## src/verilog/rgsw_pkg.sv

```systemverilog
// constants, register map and state type for the run guard / sleep block
package rgsw_pkg;
    // register byte offsets
    localparam logic [7:0]  RGSW_CTRL_OFS     = 8'h00;
    localparam logic [7:0]  RGSW_WAKE_OFS     = 8'h04;
    localparam logic [7:0]  RGSW_LIMIT_OFS    = 8'h08;
    localparam logic [7:0]  RGSW_STATUS_OFS   = 8'h0C;
    // control field positions
    localparam int          RGSW_GUARD_BIT    = 0;
    localparam int          RGSW_ACT_LSB      = 1;
    localparam int          RGSW_TERM_BIT     = 3;
    localparam int          RGSW_SWRUN_BIT    = 4;
    // reset values
    localparam logic [4:0]  RGSW_CTRL_RST     = 5'h08;
    localparam logic [15:0] RGSW_WAKE_RST     = 16'h0000;
    localparam logic [15:0] RGSW_LIMIT_RST    = 16'h0000;
    // low-frequency action code for sleep
    localparam logic [1:0]  RGSW_ACT_SLEEP    = 2'h2;
    // wake delay in tenths of a second, 3600.0 s ceiling
    localparam logic [15:0] RGSW_WAKE_MAX     = 16'h8CA0;
    // timing
    localparam int          RGSW_CLK_NS       = 25;
    localparam int          RGSW_TENTH_NS     = 100_000_000;
    localparam int          RGSW_TICK_CYCLES  = RGSW_TENTH_NS / RGSW_CLK_NS;
    localparam int          RGSW_INIT_NS      = 100_000;
    localparam int          RGSW_INIT_CYCLES  = RGSW_INIT_NS / RGSW_CLK_NS;
    localparam logic [11:0] RGSW_INIT_LAST    = 12'(RGSW_INIT_CYCLES - 1);

    typedef enum logic [2:0] {
        RGSW_INIT,
        RGSW_PROTECT,
        RGSW_STOPPED,
        RGSW_RUN,
        RGSW_SLEEP
    } rgsw_state_t;
endpackage

```

## src/verilog/rgsw_top.sv

```systemverilog
// run guard at power-up and sleep/wake gating of the drive run command
//
// The APB register port and the address map were decided locally.
`timescale 1ns/1ps
module rgsw_top
    import rgsw_pkg::*;
#(
    parameter int TICK_CYCLES = RGSW_TICK_CYCLES
) (
    input  wire logic        sys_clk_in,
    input  wire logic        rstn_in,
    input  wire logic        psel_in,
    input  wire logic        penable_in,
    input  wire logic        pwrite_in,
    input  wire logic [7:0]  paddr_in,
    input  wire logic [31:0] pwdata_in,
    output logic             pready_out,
    output logic [31:0]      prdata_out,
    output logic             pslverr_out,
    input  wire logic        run_term_in,
    input  wire logic [15:0] set_freq_in,
    input  wire logic [15:0] run_freq_in,
    output logic             run_out,
    output logic             coast_out,
    output logic             protect_out
);
    // elaboration check: the tenth-second divider is only 28 bits wide
    if (TICK_CYCLES < 1 || TICK_CYCLES > 32'h0FFF_FFFF) begin : g_bad_tick
        $error("TICK_CYCLES out of range");
    end

    rgsw_state_t state_r;
    rgsw_state_t state_nxt;
    logic [4:0]  ctrl_r;
    logic [15:0] wake_delay_r;
    logic [15:0] limit_r;
    logic [11:0] init_cnt_r;
    logic        term_seen_r;
    logic [27:0] div_r;
    logic [15:0] wake_cnt_r;
    logic        pready_r;
    logic [31:0] prdata_r;
    logic        pslverr_r;

    logic        guard;
    logic [1:0]  lf_action;
    logic        term_src;
    logic        run_cmd;
    logic        init_done;
    logic        sleep_mode;
    logic        set_low;
    logic        run_low;
    logic        set_high;
    logic        tick;
    logic        wake_ok;
    logic        acc;
    logic        wr_en;

    function automatic logic mapped(input logic [7:0] a);
        mapped = (a == RGSW_CTRL_OFS) || (a == RGSW_WAKE_OFS) ||
                 (a == RGSW_LIMIT_OFS) || (a == RGSW_STATUS_OFS);
    endfunction

    // decoded controls
    assign guard      = ctrl_r[RGSW_GUARD_BIT];
    assign lf_action  = ctrl_r[RGSW_ACT_LSB +: 2];
    assign term_src   = ctrl_r[RGSW_TERM_BIT];
    assign run_cmd    = term_src ? run_term_in : ctrl_r[RGSW_SWRUN_BIT];
    assign init_done  = (init_cnt_r == RGSW_INIT_LAST);
    assign sleep_mode = (lf_action == RGSW_ACT_SLEEP);
    assign set_low    = (set_freq_in < limit_r);
    assign run_low    = (run_freq_in < limit_r);
    assign set_high   = (set_freq_in > limit_r);
    assign tick       = (div_r == 28'(TICK_CYCLES - 1));
    assign wake_ok    = set_high && (wake_cnt_r >= wake_delay_r);

    // apb: one wait state, so pready and data come from flops
    assign acc   = psel_in && penable_in;
    assign wr_en = acc && pready_r && pwrite_in && mapped(paddr_in);

    always_ff @(posedge sys_clk_in or negedge rstn_in) begin
        if (!rstn_in) begin
            pready_r  <= 1'b0;
            prdata_r  <= 32'h0000_0000;
            pslverr_r <= 1'b0;
        end else begin
            pready_r  <= acc && !pready_r;
            pslverr_r <= acc && !pready_r && !mapped(paddr_in);
            prdata_r  <= 32'h0000_0000;
            if (acc && !pready_r && !pwrite_in) begin
                unique case (paddr_in)
                    RGSW_CTRL_OFS:   prdata_r <= {27'h0, ctrl_r};
                    RGSW_WAKE_OFS:   prdata_r <= {16'h0, wake_delay_r};
                    RGSW_LIMIT_OFS:  prdata_r <= {16'h0, limit_r};
                    RGSW_STATUS_OFS: prdata_r <= {26'h0, term_seen_r,
                                                  3'(state_r),
                                                  coast_out, run_out};
                    default:         prdata_r <= 32'h0000_0000;
                endcase
            end
        end
    end

    // register writes, only at the completing edge
    always_ff @(posedge sys_clk_in or negedge rstn_in) begin
        if (!rstn_in) begin
            ctrl_r       <= RGSW_CTRL_RST;
            wake_delay_r <= RGSW_WAKE_RST;
            limit_r      <= RGSW_LIMIT_RST;
        end else if (wr_en) begin
            unique case (paddr_in)
                RGSW_CTRL_OFS:  ctrl_r  <= pwdata_in[4:0];
                RGSW_WAKE_OFS:  wake_delay_r <=
                    (pwdata_in[15:0] > RGSW_WAKE_MAX) ? RGSW_WAKE_MAX
                                                      : pwdata_in[15:0];
                RGSW_LIMIT_OFS: limit_r <= pwdata_in[15:0];
                default:        ;
            endcase
        end
    end

    // power-up init counter and terminal capture
    // sample run terminal
    always_ff @(posedge sys_clk_in or negedge rstn_in) begin
        if (!rstn_in) begin
            init_cnt_r  <= 12'h000;
            term_seen_r <= 1'b0;
        end else if (state_r == RGSW_INIT) begin
            if (!init_done)
                init_cnt_r <= init_cnt_r + 12'h001;
            if (term_src && run_term_in)
                term_seen_r <= 1'b1;
        end
    end

    // tenth-second divider, runs only while waiting to wake so the
    // delay starts aligned with the moment the setpoint rose
    always_ff @(posedge sys_clk_in or negedge rstn_in) begin
        if (!rstn_in)
            div_r <= 28'h0;
        else if (state_r != RGSW_SLEEP || !set_high || tick)
            div_r <= 28'h0;
        else
            div_r <= div_r + 28'h1;
    end

    // wake delay count in tenths
    // dip restarts count
    always_ff @(posedge sys_clk_in or negedge rstn_in) begin
        if (!rstn_in)
            wake_cnt_r <= 16'h0000;
        else if (state_r != RGSW_SLEEP || !set_high)
            wake_cnt_r <= 16'h0000;
        else if (tick && wake_cnt_r != 16'hFFFF)
            wake_cnt_r <= wake_cnt_r + 16'h0001;
    end

    // next state
    always_comb begin
        state_nxt = state_r;
        unique case (state_r)
            RGSW_INIT: begin
                if (init_done) begin
                    if (term_seen_r && guard)
                        state_nxt = RGSW_RUN;
                    else if (term_seen_r)
                        state_nxt = RGSW_PROTECT;
                    else
                        state_nxt = RGSW_STOPPED;
                end
            end
            RGSW_PROTECT: begin
                if (!run_term_in || !term_src)
                    state_nxt = RGSW_STOPPED;
            end
            RGSW_STOPPED: begin
                if (run_cmd)
                    state_nxt = RGSW_RUN;
            end
            RGSW_RUN: begin
                if (!run_cmd)
                    state_nxt = RGSW_STOPPED;
                else if (sleep_mode && (set_low || run_low))
                    state_nxt = RGSW_SLEEP;
            end
            RGSW_SLEEP: begin
                if (!run_cmd)
                    state_nxt = RGSW_STOPPED;
                else if (!sleep_mode || wake_ok)
                    state_nxt = RGSW_RUN;
            end
            default: state_nxt = RGSW_STOPPED;
        endcase
    end

    // state register
    always_ff @(posedge sys_clk_in or negedge rstn_in) begin
        if (!rstn_in)
            state_r <= RGSW_INIT;
        else
            state_r <= state_nxt;
    end

    // drive outputs follow the state register exactly
    always_ff @(posedge sys_clk_in or negedge rstn_in) begin
        if (!rstn_in) begin
            run_out     <= 1'b0;
            coast_out   <= 1'b0;
            protect_out <= 1'b0;
        end else begin
            run_out     <= (state_nxt == RGSW_RUN);
            coast_out   <= (state_nxt == RGSW_SLEEP);
            protect_out <= (state_nxt == RGSW_PROTECT);
        end
    end

    assign pready_out  = pready_r;
    assign prdata_out  = prdata_r;
    assign pslverr_out = pslverr_r;

    a_init_no_run: assert property (
        @(posedge sys_clk_in) disable iff (!rstn_in)
        state_r == RGSW_INIT |-> !run_out)
        else $error("drive ran during init");

    a_guard_protect: assert property (
        @(posedge sys_clk_in) disable iff (!rstn_in)
        state_r == RGSW_INIT && init_done && term_seen_r && !guard
        |=> state_r == RGSW_PROTECT && protect_out && !run_out)
        else $error("guard 0 did not protect");

    a_protect_release: assert property (
        @(posedge sys_clk_in) disable iff (!rstn_in)
        state_r == RGSW_PROTECT |=> state_r != RGSW_RUN)
        else $error("protection left without release");

    a_auto_start: assert property (
        @(posedge sys_clk_in) disable iff (!rstn_in)
        state_r == RGSW_INIT && init_done && term_seen_r && guard
        |=> run_out)
        else $error("guard 1 did not auto start");

    a_sleep_coast: assert property (
        @(posedge sys_clk_in) disable iff (!rstn_in)
        state_r == RGSW_RUN && run_cmd && sleep_mode && set_low
        |=> coast_out && !run_out)
        else $error("no coast on low setpoint");

    a_run_freq_sleep: assert property (
        @(posedge sys_clk_in) disable iff (!rstn_in)
        state_r == RGSW_RUN && run_cmd && sleep_mode && run_low
        |=> state_r == RGSW_SLEEP)
        else $error("no sleep on low running freq");

    a_wake_early: assert property (
        @(posedge sys_clk_in) disable iff (!rstn_in)
        state_r == RGSW_SLEEP && sleep_mode &&
        (wake_cnt_r < wake_delay_r || !set_high)
        |=> !run_out)
        else $error("woke before delay");

    a_delay_range: assert property (
        @(posedge sys_clk_in) disable iff (!rstn_in)
        wake_delay_r <= RGSW_WAKE_MAX)
        else $error("wake delay above ceiling");

    a_wake_restart: assert property (
        @(posedge sys_clk_in) disable iff (!rstn_in)
        state_r == RGSW_SLEEP && !set_high
        |=> wake_cnt_r == 16'h0000 && div_r == 28'h0)
        else $error("wake count not restarted");
endmodule

```

## config.mk

```make
export PLATFORM = sky130hd
export DESIGN_NAME = rgsw_top
export DESIGN_NICKNAME = d
export VERILOG_FILES = /design/src/verilog/rgsw_pkg.sv /design/src/verilog/rgsw_top.sv
export SDC_FILE = /design/constraint.sdc
export NUM_CORES = 1
export LEC_CHECK = 0
export ABC_CLOCK_PERIOD_IN_PS = 3350
export BUFFER_PORTS_ARGS = -buffer_cell sky130_fd_sc_hd__buf_4
export CORE_MARGIN = 2
export CORE_UTILIZATION = 30
export CTS_CLUSTER_DIAMETER = 120
export DETAILED_ROUTE_END_ITERATION = 8
export PLACE_DENSITY = 0.46
export SLEW_MARGIN = 20
export SYNTH_ARGS = -nofsm -noshare
export SYNTH_HDL_FRONTEND = slang
export SYNTH_SLANG_ARGS = --single-unit
```

## constraint.sdc

```tcl
create_clock -name sys_clk_in -period 3.35 [get_ports sys_clk_in]
set_clock_uncertainty 0.1 [all_clocks]
set_input_delay 0.5025 -clock sys_clk_in [delete_from_list [all_inputs] [get_ports sys_clk_in]]
set_output_delay 0.5025 -clock sys_clk_in [all_outputs]
set_load 0.005 [all_outputs]
```

Yosys cells after proc, flatten, opt, wreduce, memory -nomap -nowiden:

Index checks and enable logic that the tools add are counted.
W data, S select, Z words.

* $add $sub $neg: 3
* multipliers: 0
* div/mod/pow operators: 0
* $lt $le $gt $ge: 5
* eq/ne operators: 15
* shift-type cells: 0
* muxes and demuxes: 17
* bitwise operators: 1
* reductions and logical operators: 35

Operators with widths (number)
* $mux W16: 4
* $pmux W16 S4: 1
* $lt A16 B16 Y1: 2
* $add A28 B1 Y28 const B: 1
* $eq A28 B22 Y1 const B: 1
* $mux W28: 1
* $mux W3: 8
* $add A16 B1 Y16 const B: 1
* $eq A8 B4 Y1 const B: 2
* $ge A16 B16 Y1: 1
* $gt A16 B16 Y1: 1
* $gt A16 B16 Y1 const B: 1
* $ne A16 B16 Y1 const B: 1
* $pmux W3 S5: 1
* $add A12 B1 Y12 const B: 1
* $eq A12 B12 Y1 const B: 1
* $logic_and A1 B1 Y1: 12
* $reduce_and A2 Y1: 5
* $eq A3 B2 Y1 const B: 3
* $eq A8 B3 Y1 const B: 1
* $logic_not A8 Y1: 1
* $logic_or A1 B1 Y1: 8
* $logic_not A1 Y1: 7
* $eq A3 B1 Y1 const B: 2
* other kinds (8): 9

* register bits: 134
* latch bits: 0
* bits in writable memories: 0
* bits in read-only memories: 0
* input bits: 78
* output and inout port bits: 37
* memories kept: 0

Logic depth before layout (Yosys ltp):

* depth after elaboration: 7
* gate-level depth with buffers: 10

Least setup slack after synthesis:

OpenSTA, ideal clock, no wires.

* path type: in2reg
* from: in set_freq_in[1]
* to: reg div_r[18]
* library setup time: 132 ps
* data arrival time: 2265 ps
* required time: 3118 ps
* slack: 853 ps
* stages on the path: 9
* buffers on the path: 2
* cell sequence: ha_1 nor2b_1 o211ai_1 a2111oi_0 a2111o_1 clkbuf_1 nand3_1 clkbuf_1 nor2_1

* longest elaborated chain between the ends: 5

Ends and longest elaborated chain
* start, declared: line rgsw_top.sv:21 `input wire logic [15:0] set_freq_in,`
* $gt A16 B16 Y1: line rgsw_top.sv:73 `assign set_high = (set_freq_in > limit_r);`
* $logic_not A1 Y1: line rgsw_top.sv:141 `else if (state_r != RGSW_SLEEP || !set_high || tick)`
* $logic_or A1 B1 Y1 (2 in series): line rgsw_top.sv:141
* $mux W28: line rgsw_top.sv:141
* end signal, assigned: line rgsw_top.sv:144 `div_r <= div_r + 28'h1;`
* end, declared: line rgsw_top.sv:39 `logic [27:0] div_r;`

Every way passes these cells.
A chain may end at the register's enable or synchronous reset.

Worst setup path after layout:

* from: reg limit_r[1]
* to: reg wake_cnt_r[13]

* longest elaborated chain between the ends: 4
* elaborated cells between the ends (all ways): 5
* those cells by class: order compare (1); mux (1); reduce/logical (3)

Ends and longest elaborated chain
* start, declared: line rgsw_top.sv:36 `logic [15:0] limit_r;`
* start signal, assigned: line rgsw_top.sv:116 `RGSW_LIMIT_OFS: limit_r <= pwdata_in[15:0];`
* $gt A16 B16 Y1 *: line rgsw_top.sv:73
* $logic_not A1 Y1 *: line rgsw_top.sv:152 `else if (state_r != RGSW_SLEEP || !set_high)`
* $logic_or A1 B1 Y1 *: line rgsw_top.sv:152
* $mux W16 or $reduce_bool A2 Y1 (tied branches)
* end signal, assigned: line rgsw_top.sv:155 `wake_cnt_r <= wake_cnt_r + 16'h0001;`
* end, declared: line rgsw_top.sv:40 `logic [15:0] wake_cnt_r;`

Mark *: on every way between the ends. The rest lies on a longest branch, timed or not.

==> summary.txt <==
Pwr
  • P per Cell Area: 421 nW/um2
  • Static Leak: 3.59 nW
  • VDD IR max: 329 uV

Status
  • Outcome: completed

Timing
  • Slew Limit Fails: 0
  • Minimum clock period: 2.68 ns
  • Finish-stage setup viols: 0
  • Hold Fails Final Rpt: 0
  • Slew HR: 50.9%
  • Setup_tns: 0 ns
  • Crit share post-route: 80.1%
  • Fmax achieved: 0.373 GHz
  • Worst-margin pin slew: 0.730 ns
  • Unrepaired setup endpoints after global routing: no

Routing
  • Via count: 5000
  • Detailed router's first-iteration violation count: 253
  • Post-route DRC: 0
  • Drt pass-1 iters: 4
  • Antenna-violating nets left: 0
  • WL/cell: 15.0 um
  • DR vias/cell: 4.86
  • Routed wire length: 15400 um

Critical path
  • CP startpoint kind: flip-flop
  • CP max FO: 17
  • Worst path max stage delay: 0.44 ns
  • WP data required: 3.58 ns
  • Worst path slowest cell: nand2_1
  • Number of buffers and inverters on the critical path: 1
  • Worst setup EP type: flip-flop
  • CP cell instances: inv_1 > ha_1 > nor2b_1 > o211ai_1 > a2111oi_0 > a2111o_1 > nand2_1 > a21oi_1
  • WS Path Type: flip-flop to flip-flop
  • Delay-heaviest family, CP: compound AO/OA/AOI/OAI gates
  • WP data arrival: 2.91 ns

Die
  • Io pins: 115
  • # rows: 53
  • CORE AREA: 21200 um2
  • Effective utilization at floorplan: 30.7%
  • Die Y: 151 um
  • DIE AREA: 22900 um2
  • Die W: 151 um

Logic synthesis
  • Post-synth cell types: 58
  • YS warnings: 0
  • Post-synthesis compound-gate area fraction: 9.30%
  • Seq/Total Area, Yosys: 45.4%
  • Avg Cell Area, Syn: 10.0 um2
  • Most used DFF post-synth: dfrtp_1
  • Asr flop ratio synth: 100%
  • Xor/xnor share of the synthesized area: 6.47%
  • Largest family of logic cells by synthesized area: simple AND/OR/NAND/NOR gates
  • Register bit total from synthesis: 118
  • Post-synth top area cell: dfrtp_1
  • Synth top area share: 45.0%
  • Synthesized instance count: 649
  • EDFF count, synth: 0
  • Synth Cell Area: 6500 um2
  • Mux share of post-synthesis cell area: 5.35%
  • Adder-Cell Fraction of Synth Area: 9.62%
  • Post-synthesis simple-gate area fraction: 18.6%
  • Largest cells by area after synthesis: dfrtp_1 45%, ha_1 9.6%, nor2_1 4.5%

Global routing
  • First-pass GRT wire length: 25400 um
  • Initial antenna violation count: 0
  • GRT Total Usage: 14.3%
  • Pin count of the biggest net entering global routing: 69
  • Total congestion overflow: 0
  • Vias in the first global route: 5070

Clock network
  • Hold Buf Count CTS: 0
  • Worst skew pair latency: 0.41 ns
  • PostCTS Resize Cnt: 0
  • Max clock buf depth: 2
  • H-Tree Depth: 4
  • Root buffer cell: clkbuf_16
  • TritonCTS Buffers: 17
  • Clock transition at path regs: 0.06 ns
  • Number of post-CTS setup repair buffers: 0
  • Clk sinks: 118
  • CTS tree: yes

Finish
  • Antenna cells: 0
  • Share of cells above drive strength 1: 20.3%
  • Commonest non-fill, non-tap cell in the layout: dfrtp_1
  • Final nets: 869
  • Fill cell count: 2093
  • Layout Cells excl Fill: 1029
  • P&R area growth vs syn: 22.6%
  • Commonest cells after routing, fill and taps aside: 117 x dfrtp_1, 88 x buf_4, 78 x nor2_1

Flow run
  • Max cap viols: 0

Placement
  • I/O Buffers: 82
  • Routability Congestion: 0.814
  • Dpl cells: 997
  • Final HPWL DP: 11800 um

Worst hold path
  • Hold crit path type: input pin to async pin
## flip-flops by register name, summed over array words and instances, names as in the netlist
name          flops
ctrl_r            5
limit_r          16
protect_out       1
wake_delay_r     16
div_r            28
coast_out         1
state_r           3
prdata_out       16
wake_cnt_r       16
run_out           1
init_cnt_r       12
pslverr_out       1
pready_out        1
term_seen_r       1
## worst reg2reg max path: stages (launching register included)
cell and delay, ns:
dfrtp_1 0.39, inv_1 0.09, ha_1 0.29, nor2b_1 0.14, o211ai_1 0.12, a2111oi_0 0.41
a2111o_1 0.37, nand2_1 0.44, a21oi_1 0.25
## layout make-up
class / instances / area (um2) / share of cell area [%]
clock inverter: 13 / 134 / 1.68
inverter: 43 / 161 / 2.02
timing repair buffer: 89 / 681 / 8.54
tap: 275 / 344 / 4.32
sequential: 118 / 2950 / 37.1
multi-input combinational: 472 / 3260 / 41.0
clock buffer: 19 / 433 / 5.43
## report_power, final
group | internal [W] | switching [W]
Sequential | 0.00143 | 0.00000246
Combinational | 0.0000825 | 0.0000948
Clock | 0.00109 | 0.000655
## cell usage after synthesis (11+ instances only)
cell      count
ha_1         50
clkbuf_1     15
a22oi_1      12
nor2b_1      11
buf_4        16
nand3_1      30
o21ai_0      26
nor2_1       78
nand4_1      19
xnor2_1      22
a21oi_1      21
xor2_1       26
mux2_2       20
nand2_1      44
inv_1        43
dfrtp_1     117
## through the flow
| step | worst slack, ns | hold slack, ns | area [um2] | total power, W | utilization, % |
|---|---|---|---|---|---|
| after CTS | 0.639 | 0.0334 | 7970 | 0.00341 | 37.7 |
| after global placement | 0.546 | 0.363 | 7400 | 0.00163 | 35.0 |
| final | 0.666 | 0.00571 | 7970 | 0.00335 | 37.7 |
| after global routing | 0.432 | 0.0617 | 7970 | 0.00350 | 37.7 |
| after detailed placement | 0.510 | 0.362 | 7400 | 0.00164 | 35.0 |
| after floorplan | 0.853 | 0.107 | 6560 | 0.00153 | - |
## routing by layer
metal	vias up	track usage, %	routed length [um]
met5	-	0	0
met4	0	4.81	183
li1	2447	-	-
met1	2426	18.5	7140
met3	10	3.31	774
met2	117	23.6	7350
## cell families (layout without fill, tap and decap cells)
logic type,after synthesis,after routing
DFF,118,118
buffers and inverters,74,164
xor gates and xnor gates,48,48
muxes,26,26
and+or+nand+nor,239,239
AOI/OAI and AO/OA,93,93
other,1,16
adders and majority gates,50,50
## worst paths after layout
kind / from / end / slack, ns / cells past startpoint
min in group sys_clk_in: pwdata_in[8] / wake_delay_r[8] / 0.24 / 3
min: rstn_in / div_r[24] / 0.006 / 1
max: limit_r[1] / wake_cnt_r[13] / 0.67 / 8
max in group asynchronous: rstn_in / wake_cnt_r[5] / 2.29 / 2
max reg2reg: limit_r[1] / wake_cnt_r[13] / 0.67 / 8
min reg2reg: init_cnt_r[11] / init_cnt_r[11] / 0.37 / 1
(Power assumes the default switching activity.)
